## config.mk

```make
export PLATFORM = sky130hd
export DESIGN_NAME = cmd_mode_ctrl
export DESIGN_NICKNAME = d
export VERILOG_FILES = /design/src/cmd_mode_pkg.sv /design/src/cmd_mode_ctrl.sv
export SDC_FILE = /design/constraint.sdc
export NUM_CORES = 1
export LEC_CHECK = 0
export BUFFER_PORTS_ARGS = -buffer_cell sky130_fd_sc_hd__buf_2
export CAP_MARGIN = 20
export CORE_UTILIZATION = 64
export DETAILED_ROUTE_END_ITERATION = 10
export PLACE_DENSITY = 0.86
export SYNTH_ARGS = -nofsm -noshare
export SYNTH_HDL_FRONTEND = slang
export SYNTH_SLANG_ARGS = --single-unit
export TNS_END_PERCENT = 20
```

## constraint.sdc

```tcl
create_clock -name clock -period 6.9 [get_ports clock]
set_input_delay 0.69 -clock clock [delete_from_list [all_inputs] [get_ports clock]]
set_output_delay 0.69 -clock clock [all_outputs]
set_load 0.05 [all_outputs]
```

## src/cmd_mode_pkg.sv

```systemverilog
// Constants and types for the command-mode control block
// Operation
// [RULE1] Idle after inactivity span, 100 ms units
// [RULE2] Exit command leaves command mode immediately
// [RULE3] Guard silence before and after sequence
// [RULE4] Enter only on silence, sequence, silence
// [RULE5] Programmable readable sequence character, reset plus
// [RULE6] Read-only 16-bit firmware version word
// [RULE7] Read-only 16-bit hardware version word
// [RULE8] Join status: zero joined, all ones scanning
// [RULE9] Scan outcome codes 0x21 to 0x27
// [RULE10] Coordinator and leave codes 0x2A-0x2C
// [RULE11] Join and security fault codes 0xAB-0xAF
// [RULE12] Host polls join status until zero
// [RULE13] Sequence is three consecutive sequence characters
package cmd_mode_pkg;
    localparam int          CLK_HZ          = 125000000;   // Core clock rate
    localparam int          MS_PER_TICK     = 1;           // Fine tick unit in ms
    localparam int          MS_TICK_CYCLES  = CLK_HZ / 1000 * MS_PER_TICK; // Cycles per 1 ms
    localparam int          SLOW_MS         = 100;         // Coarse tick unit in ms
    localparam logic [15:0] TIMEOUT_RESET   = 16'h0064;    // Inactivity span after reset
    localparam logic [15:0] TIMEOUT_MIN     = 16'h0002;    // Least accepted span
    localparam logic [15:0] TIMEOUT_MAX     = 16'h028F;    // Largest accepted span
    localparam logic [15:0] GUARD_RESET     = 16'h03E8;    // Guard interval after reset
    localparam logic [15:0] GUARD_MIN       = 16'h0001;    // Least accepted guard
    localparam logic [15:0] GUARD_MAX       = 16'h0CE4;    // Largest accepted guard
    localparam logic [7:0]  SEQ_CHAR_RESET  = 8'h2B;       // Plus sign
    localparam int          SEQ_COUNT       = 3;           // Copies of sequence char
    // Register selects on the parameter port
    localparam logic [2:0]  SEL_FW_VERSION  = 3'h0;
    localparam logic [2:0]  SEL_HW_VERSION  = 3'h1;
    localparam logic [2:0]  SEL_JOIN_STATUS = 3'h2;
    localparam logic [2:0]  SEL_TIMEOUT     = 3'h3;
    localparam logic [2:0]  SEL_GUARD       = 3'h4;
    localparam logic [2:0]  SEL_SEQ_CHAR    = 3'h5;
    // Join status codes
    localparam logic [7:0]  JOIN_OK           = 8'h00;
    localparam logic [7:0]  JOIN_NO_NET       = 8'h21;
    localparam logic [7:0]  JOIN_NO_VALID     = 8'h22;
    localparam logic [7:0]  JOIN_NOT_PERMIT   = 8'h23;
    localparam logic [7:0]  JOIN_NO_BEACON    = 8'h24;
    localparam logic [7:0]  JOIN_UNEXPECTED   = 8'h25;
    localparam logic [7:0]  JOIN_FAILED       = 8'h27;
    localparam logic [7:0]  JOIN_COORD_FAIL   = 8'h2A;
    localparam logic [7:0]  JOIN_COORD_CHECK  = 8'h2B;
    localparam logic [7:0]  JOIN_LEAVE_FAIL   = 8'h2C;
    localparam logic [7:0]  JOIN_NO_RESPONSE  = 8'hAB;
    localparam logic [7:0]  JOIN_KEY_UNSECURE = 8'hAC;
    localparam logic [7:0]  JOIN_NO_KEY       = 8'hAD;
    localparam logic [7:0]  JOIN_BAD_LINK_KEY = 8'hAF;
    localparam logic [7:0]  JOIN_SCANNING     = 8'hFF;
    // Sequence detector states
    typedef enum logic [2:0] {
        ST_IDLE    = 3'b000,  // Data mode, watching pre-guard silence
        ST_ARMED   = 3'b001,  // Pre-guard met, waiting for first char
        ST_COLLECT = 3'b010,  // Collecting sequence characters
        ST_POST    = 3'b011,  // Waiting post-guard silence
        ST_COMMAND = 3'b100   // Command mode
    } mode_e;
endpackage : cmd_mode_pkg

```

## src/cmd_mode_ctrl.sv

```systemverilog
// Command-mode detector, timeout and diagnostic word store
`timescale 1ns/1ps
module cmd_mode_ctrl
    import cmd_mode_pkg::*;
#(
    parameter int          MS_CYCLES = cmd_mode_pkg::MS_TICK_CYCLES, // Cycles per ms tick
    parameter logic [15:0] FW_VERSION = 16'h0000, // Arbitrary value
    parameter logic [15:0] HW_VERSION = 16'h0000  // Arbitrary value
) (
    input  wire logic        clock,        // Core clock
    input  wire logic        sys_rst,      // Synchronous reset
    input  wire logic        rx_valid,     // Received serial character strobe
    input  wire logic [7:0]  rx_data,      // Received character
    input  wire logic        cmd_valid,    // Valid command parsed in command mode
    input  wire logic        exit_cmd,     // Explicit exit command strobe
    input  wire logic        reg_wr,       // Parameter write strobe
    input  wire logic [2:0]  reg_sel,      // Parameter select
    input  wire logic [15:0] reg_wdata,    // Parameter write data
    input  wire logic        join_wr,      // Network side updates join status
    input  wire logic [7:0]  join_code,    // New join status code
    output logic [15:0]      reg_rdata,    // Registered read data
    output logic             command_mode, // High while in command mode
    output logic             enter_pulse,  // One cycle on entering command mode
    output logic             exit_pulse    // One cycle on leaving command mode
);
    import cmd_mode_pkg::*;

    localparam int TW = $clog2(MS_CYCLES + 1);

    mode_e       state_q;       // Detector state
    logic [15:0] timeout_q;     // Inactivity span, 100 ms units
    logic [15:0] guard_q;       // Guard interval, 1 ms units
    logic [7:0]  seq_char_q;    // Sequence character
    logic [7:0]  join_q;        // Join status code
    logic [TW-1:0] div_q;       // Millisecond divider
    logic        ms_tick;       // One-cycle 1 ms enable
    logic [6:0]  slow_q;        // Counts ms to 100
    logic        slow_tick;     // One-cycle 100 ms enable
    logic [15:0] quiet_ms_q;    // ms of silence since last char
    logic [15:0] idle_q;        // 100 ms units with no valid command
    logic [1:0]  seq_cnt_q;     // Sequence chars seen
    logic        guard_met;     // Silence reached guard interval
    logic        leave;         // Leave command mode this cycle
    logic        entering;      // Post-guard silence reached in ST_POST

    // Millisecond and 100 ms enable pulses from one divider chain
    always_ff @(posedge clock) begin
        if (sys_rst) begin
            div_q  <= '0;
            slow_q <= '0;
        end else if (div_q == TW'(MS_CYCLES - 1)) begin
            // Wrap the ms divider and step the 100 ms count
            div_q  <= '0;
            slow_q <= (slow_q == 7'(SLOW_MS - 1)) ? 7'h00 : slow_q + 7'h01;
        end else begin
            div_q <= div_q + TW'(1);
        end
    end
    assign ms_tick   = (div_q == TW'(MS_CYCLES - 1));
    assign slow_tick = ms_tick && (slow_q == 7'(SLOW_MS - 1));

    // Silence timer, restarted by every received character
    always_ff @(posedge clock) begin
        if (sys_rst || rx_valid) begin
            quiet_ms_q <= '0;                                    // [RULE3]
        end else if (ms_tick && !guard_met) begin
            // Count stops once guard is met, so it never wraps
            quiet_ms_q <= quiet_ms_q + 16'h0001;
        end
    end
    // Strict compare: the ms divider free-runs, so the first tick after a
    // character may come at once; one extra tick keeps silence >= guard
    assign guard_met = (quiet_ms_q > guard_q);                   // [RULE3]

    // Exit on explicit command or expired inactivity span
    // Strict compare: the first 100 ms tick after a command may come at
    // once, so one extra tick keeps the span from ending early
    assign leave = (state_q == ST_COMMAND) &&
                   (exit_cmd || (idle_q > timeout_q));           // [RULE1] [RULE2]

    // Entry condition for the mode outputs; the ST_POST state update tests the same terms itself
    assign entering = (state_q == ST_POST) && guard_met && !rx_valid; // [RULE4]

    // Sequence detector and mode state
    always_ff @(posedge clock) begin
        if (sys_rst) begin
            // Data mode after reset
            state_q   <= ST_IDLE;
            seq_cnt_q <= '0;
        end else begin
            unique case (state_q)
                ST_IDLE: begin
                    // Pre-guard silence arms detection
                    if (guard_met && !rx_valid) begin
                        state_q <= ST_ARMED;                     // [RULE4]
                    end
                end
                ST_ARMED: begin
                    // First sequence character starts collection
                    if (rx_valid) begin
                        if (rx_data == seq_char_q) begin
                            state_q   <= ST_COLLECT;             // [RULE13]
                            seq_cnt_q <= 2'h1;
                        end else begin
                            state_q <= ST_IDLE;                  // [RULE4]
                        end
                    end
                end
                ST_COLLECT: begin
                    // Wrong char aborts; the last copy waits for post-guard
                    if (rx_valid) begin
                        if (rx_data != seq_char_q) begin
                            state_q <= ST_IDLE;                  // [RULE13]
                        end else if (seq_cnt_q == 2'(SEQ_COUNT - 1)) begin
                            state_q <= ST_POST;                  // [RULE13]
                        end else begin
                            seq_cnt_q <= seq_cnt_q + 2'h1;
                        end
                    end else if (guard_met) begin
                        // Gap too long: re-arm and count afresh
                        state_q <= ST_ARMED;                     // [RULE13]
                    end
                end
                ST_POST: begin
                    // Any char before post-guard aborts entry
                    if (rx_valid) begin
                        state_q <= ST_IDLE;                      // [RULE3]
                    end else if (guard_met) begin
                        state_q <= ST_COMMAND;                   // [RULE4]
                    end
                end
                ST_COMMAND: begin
                    // Leave on exit command or inactivity
                    if (leave) begin
                        state_q <= ST_IDLE;                      // [RULE1] [RULE2]
                    end
                end
                default: begin
                    state_q <= ST_IDLE;
                end
            endcase
        end
    end

    // Inactivity counter in 100 ms units
    always_ff @(posedge clock) begin
        if (sys_rst || state_q != ST_COMMAND || cmd_valid) begin
            idle_q <= '0;                                        // [RULE1]
        end else if (slow_tick && idle_q != 16'hFFFF) begin
            idle_q <= idle_q + 16'h0001;                         // [RULE1]
        end
    end

    // Writable parameters, clamped into their legal ranges
    always_ff @(posedge clock) begin
        if (sys_rst) begin
            timeout_q  <= TIMEOUT_RESET;                         // [RULE1]
            guard_q    <= GUARD_RESET;                           // [RULE3]
            seq_char_q <= SEQ_CHAR_RESET;                        // [RULE5]
        end else if (reg_wr) begin
            unique case (reg_sel)
                SEL_TIMEOUT: begin
                    // Span held inside its legal range
                    timeout_q <= (reg_wdata < TIMEOUT_MIN) ? TIMEOUT_MIN :
                                 (reg_wdata > TIMEOUT_MAX) ? TIMEOUT_MAX : reg_wdata;
                end
                SEL_GUARD: begin
                    // Guard held inside its legal range
                    guard_q <= (reg_wdata < GUARD_MIN) ? GUARD_MIN :
                               (reg_wdata > GUARD_MAX) ? GUARD_MAX : reg_wdata;
                end
                SEL_SEQ_CHAR: begin
                    // Any 8-bit value accepted
                    seq_char_q <= reg_wdata[7:0];                // [RULE5]
                end
                default: begin
                    // Read-only or unmapped selects ignore writes
                end
            endcase
        end
    end

    // Join status held from network side; scanning after reset
    always_ff @(posedge clock) begin
        if (sys_rst) begin
            join_q <= JOIN_SCANNING;                             // [RULE8]
        end else if (join_wr) begin
            // Only the network side changes the code
            join_q <= join_code;                                 // [RULE8] [RULE9] [RULE10] [RULE11]
        end
    end

    // Registered read mux
    // Eight-bit words read back in the low byte, upper byte zero
    always_ff @(posedge clock) begin
        if (sys_rst) begin
            reg_rdata <= '0;
        end else begin
            unique case (reg_sel)
                SEL_FW_VERSION:  reg_rdata <= FW_VERSION;        // [RULE6]
                SEL_HW_VERSION:  reg_rdata <= HW_VERSION;        // [RULE7]
                SEL_JOIN_STATUS: reg_rdata <= {8'h00, join_q};   // [RULE8]
                SEL_TIMEOUT:     reg_rdata <= timeout_q;
                SEL_GUARD:       reg_rdata <= guard_q;
                SEL_SEQ_CHAR:    reg_rdata <= {8'h00, seq_char_q}; // [RULE5]
                default:         reg_rdata <= 16'h0000;
            endcase
        end
    end

    // Mode outputs and entry/exit pulses
    always_ff @(posedge clock) begin
        if (sys_rst) begin
            command_mode <= 1'b0;
            enter_pulse  <= 1'b0;
            exit_pulse   <= 1'b0;
        end else begin
            // Pulses mark the rise and fall of the mode level
            enter_pulse  <= entering;                            // [RULE4]
            exit_pulse   <= leave;                               // [RULE1] [RULE2]
            command_mode <= entering ||
                            ((state_q == ST_COMMAND) && !leave);
        end
    end
endmodule : cmd_mode_ctrl

```

==> flow_summary.yaml <==
placed_design:
  place_area_um2: 6680
  dp.cells: 899
  port_buffers: 60
  hpwl_um: 11100
  gp_congestion: 0.882
grt:
  grtUsageTotal_pct: 33.1
  grt_max_degree: 70
  antenna_found_initial: 0
  overflow: 0
  grt_first_pass_wirelength_um: 26400
  grt_pass1_vias: 5692
power_and_ir_drop:
  p_leak_uw: 0.00284
  intPower_uw: 1340
  switchingPower_uw: 420
  pwr-share-seq_pct: 43.2
  p_clk_share_pct: 51.4
  p_per_area_nw_per_um2: 242
  swShare_pct: 23.9
  combPwrFrac_pct: 5.3
  ir_drop_mv: 0.207
  p_total_uw: 1760
synth:
  synth_most_common_cell: "dfxtp_1"
  synth_cells: 743
  ys_warn_count: 0
  yosys.area_share.simple_pct: 24.6
  yosysTopAreaCellShare_pct: 40.5
  syn_nets: 822
  synth_top_family_by_area: "simple AND/OR/NAND/NOR gates"
  synthAdderAreaFrac_pct: 7.31
  synth_top_flop_cell: "dfxtp_1"
  synth_xor_area_share_pct: 5.67
  muxShareOfSynthArea_pct: 0.158
  seq_area_frac_synth_pct: 40.5
  synthTopCellsByCount: "128 x dfxtp_1, 81 x nor2_1, 58 x nand2_1, 50 x a21oi_1, 46 x inv_1"
  synth-compound-area-share_pct: 16.7
  synth_area_um2: 6330
  syn_avg_cell_area_um2: 8.53
  synthDistinctLibCells: 55
  synthTopCellsByArea: "dfxtp_1 40%, ha_1 7.3%, nor2_1 4.8%, a21oi_1 4.0%, nand2_1 3.4%"
  synth-seq-cells: 128
  yosysTopAreaCell: "dfxtp_1"
  synth_edf_count: 0
  synth-async-reset-ratio_pct: 0
finish:
  fillers: 627
  area_growth_syn_to_layout_pct: 14.9
  antennaDiodeCount: 0
  finalNetCount: 868
  drive_above_1_share_pct: 13.6
  seq_area_um2: 2560
  instances_no_fill: 931
  multi_input_area_um2: 3460
  finalInstanceArea_um2: 7280
routing:
  wire_per_inst_um: 17.2
  wl_um: 16100
  num_vias: 5791
  drt_iter0_drc: 372
  route.detailed.drc: 0
  firstDrtPassIters: 6
  postRouteAntennaNets: 0
  via_per_inst: 6.22
sta:
  tns_ns: 0
  rsz0062_at_grt: "no"
  worstMarginPinSlew_ns: 0.758
  relSlewSlack_pct: 49.4
  clock.fmax_mhz: 356
  drv_slew: 0
  fin_crit_ns: 2.81
  skew_ns: 0.00830
  hold_slack_ns: 0.362
  hold_viol: 0
  post-route-period-util_pct: 40.7
  setup_viol: 0
floorplanning:
  start_util_pct: 67.3
  die_h_um: 101
  dieArea_um2: 10300
  fp-row-count: 35
  ios: 61
  die_w_um: 101
  core_area_um2: 9420
clock_tree:
  path_clk_slew_ns: 0.06
  cts_made_buffers: 17
  cts_tree: "built"
  ctsHoldBuffers: 0
  clk_latency_ns: 0.53
  cts.sinks: 128
  postCtsSetupBuffers: 0
  cts_htree_levels: 4
  clk_path_buf_depth: 2
  cts_root_buf: "clkbuf_8"
  cts_resized: 0
setup_path:
  crit_fanout: 27
  ff2ff_path_depth: 9
  start_kind: "register"
  path_class: "reg -> reg"
  crit_path_end_kind: "register"
  arrival_ns: 3.27
  required_ns: 7.36
hold_path:
  holdPathStages: 2
  hp-class: "in -> reg"
run_status:
  status: "finished clean"
job:
  maxCapViolCount: 0
## registers in the layout, indices dropped and copies added (netlist names)
register / flops
command_mode: 1
div_q: 17
enter_pulse: 1
exit_pulse: 1
guard_q: 16
idle_q: 16
join_q: 8
quiet_ms_q: 16
reg_rdata: 16
seq_char_q: 8
seq_cnt_q: 2
slow_q: 7
state_q: 3
timeout_q: 16
## power groups by stage
stage / logic, µW / registers (µW) / clock network [µW]
after global routing: 102 / 762 / 940
after global placement: 86.6 / 776 / 0
after floorplan: 53.0 / 780 / 0
after CTS: 91.7 / 761 / 908
final: 93.7 / 761 / 905
after detailed placement: 90.2 / 777 / 0
## path summary, 6_finish.rpt
check             slack, ns    startpoint             end
setup reg to reg       4.09   guard_q[13]  quiet_ms_q[10]
setup / recovery       4.09   guard_q[13]  quiet_ms_q[10]
hold / removal         0.36  join_code[3]       join_q[3]
hold reg to reg        0.47      div_q[0]        div_q[0]
## cell families after synthesis
logic type | Yosys count
AND/OR/NAND/NOR | 299
AO/OA/AOI/OAI | 156
flip-flops | 128
buffers and inverters | 81
XOR/XNOR | 41
adder cells (fa/ha/maj) | 37
multiplexers | 1
## final cells by class
cell class              count  share of cell area (%)
multi-input cells         534                    47.5
flip-flops and latches    128                    35.2
clock buffers              17                    5.69
repair buffers             62                    4.44
clock inverters            15                    2.55
inverters                  46                    2.37
well taps                 129                    2.22
## layout by cell type, fill, tap and decap left out, drive strengths merged, types with 4 or more instances in the layout
| master | n |
|---|---|
| nor2 | 81 |
| and3 | 11 |
| a22oi | 18 |
| or3 | 9 |
| a21o | 8 |
| or4 | 15 |
| a221oi | 11 |
| xor2 | 18 |
| dfxtp | 128 |
| buf | 62 |
| clkbuf | 17 |
| and2 | 4 |
| a211oi | 6 |
| ha | 37 |
| o31ai | 14 |
| a221o | 5 |
| nand3b | 4 |
| clkinv | 7 |
| nand2 | 58 |
| nor2b | 12 |
| xnor2 | 23 |
| nand4 | 24 |
| nor3 | 31 |
| nor4b | 4 |
| and4 | 4 |
| nand3 | 26 |
| a21oi | 50 |
| nor4 | 6 |
| inv | 49 |
| o21ai | 22 |
| nand2b | 4 |
| a211o | 9 |
## worst max-delay path: stages, from the launching register on
cell	delay (ns)
dfxtp_1	0.35
inv_1	0.08
ha_1	0.33
nand4_1	0.21
nor3_1	0.12
a2111oi_2	0.48
a31oi_2	0.26
buf_8	0.23
or4_1	0.52
a21oi_1	0.16
## metal layers
metal,vias to the layer above,GRT usage [%],part of all wire (%),wire (µm)
li1,2763,-,-,-
met1,2720,38.8,41,6650
met2,253,57.1,49,7930
met3,55,5.87,5.8,931
met4,0,18.6,3.4,548
met5,-,0,0,0
## stage by stage
step	util (%)	setup slack (ns)
2_1_floorplan	-	4.34
5_1_grt	77.3	3.84
3_5_place_dp	70.9	3.79
6_report	77.3	4.09
3_3_place_gp	70.8	3.89
4_1_cts	77.3	4.17
(Power assumes the default switching activity.)
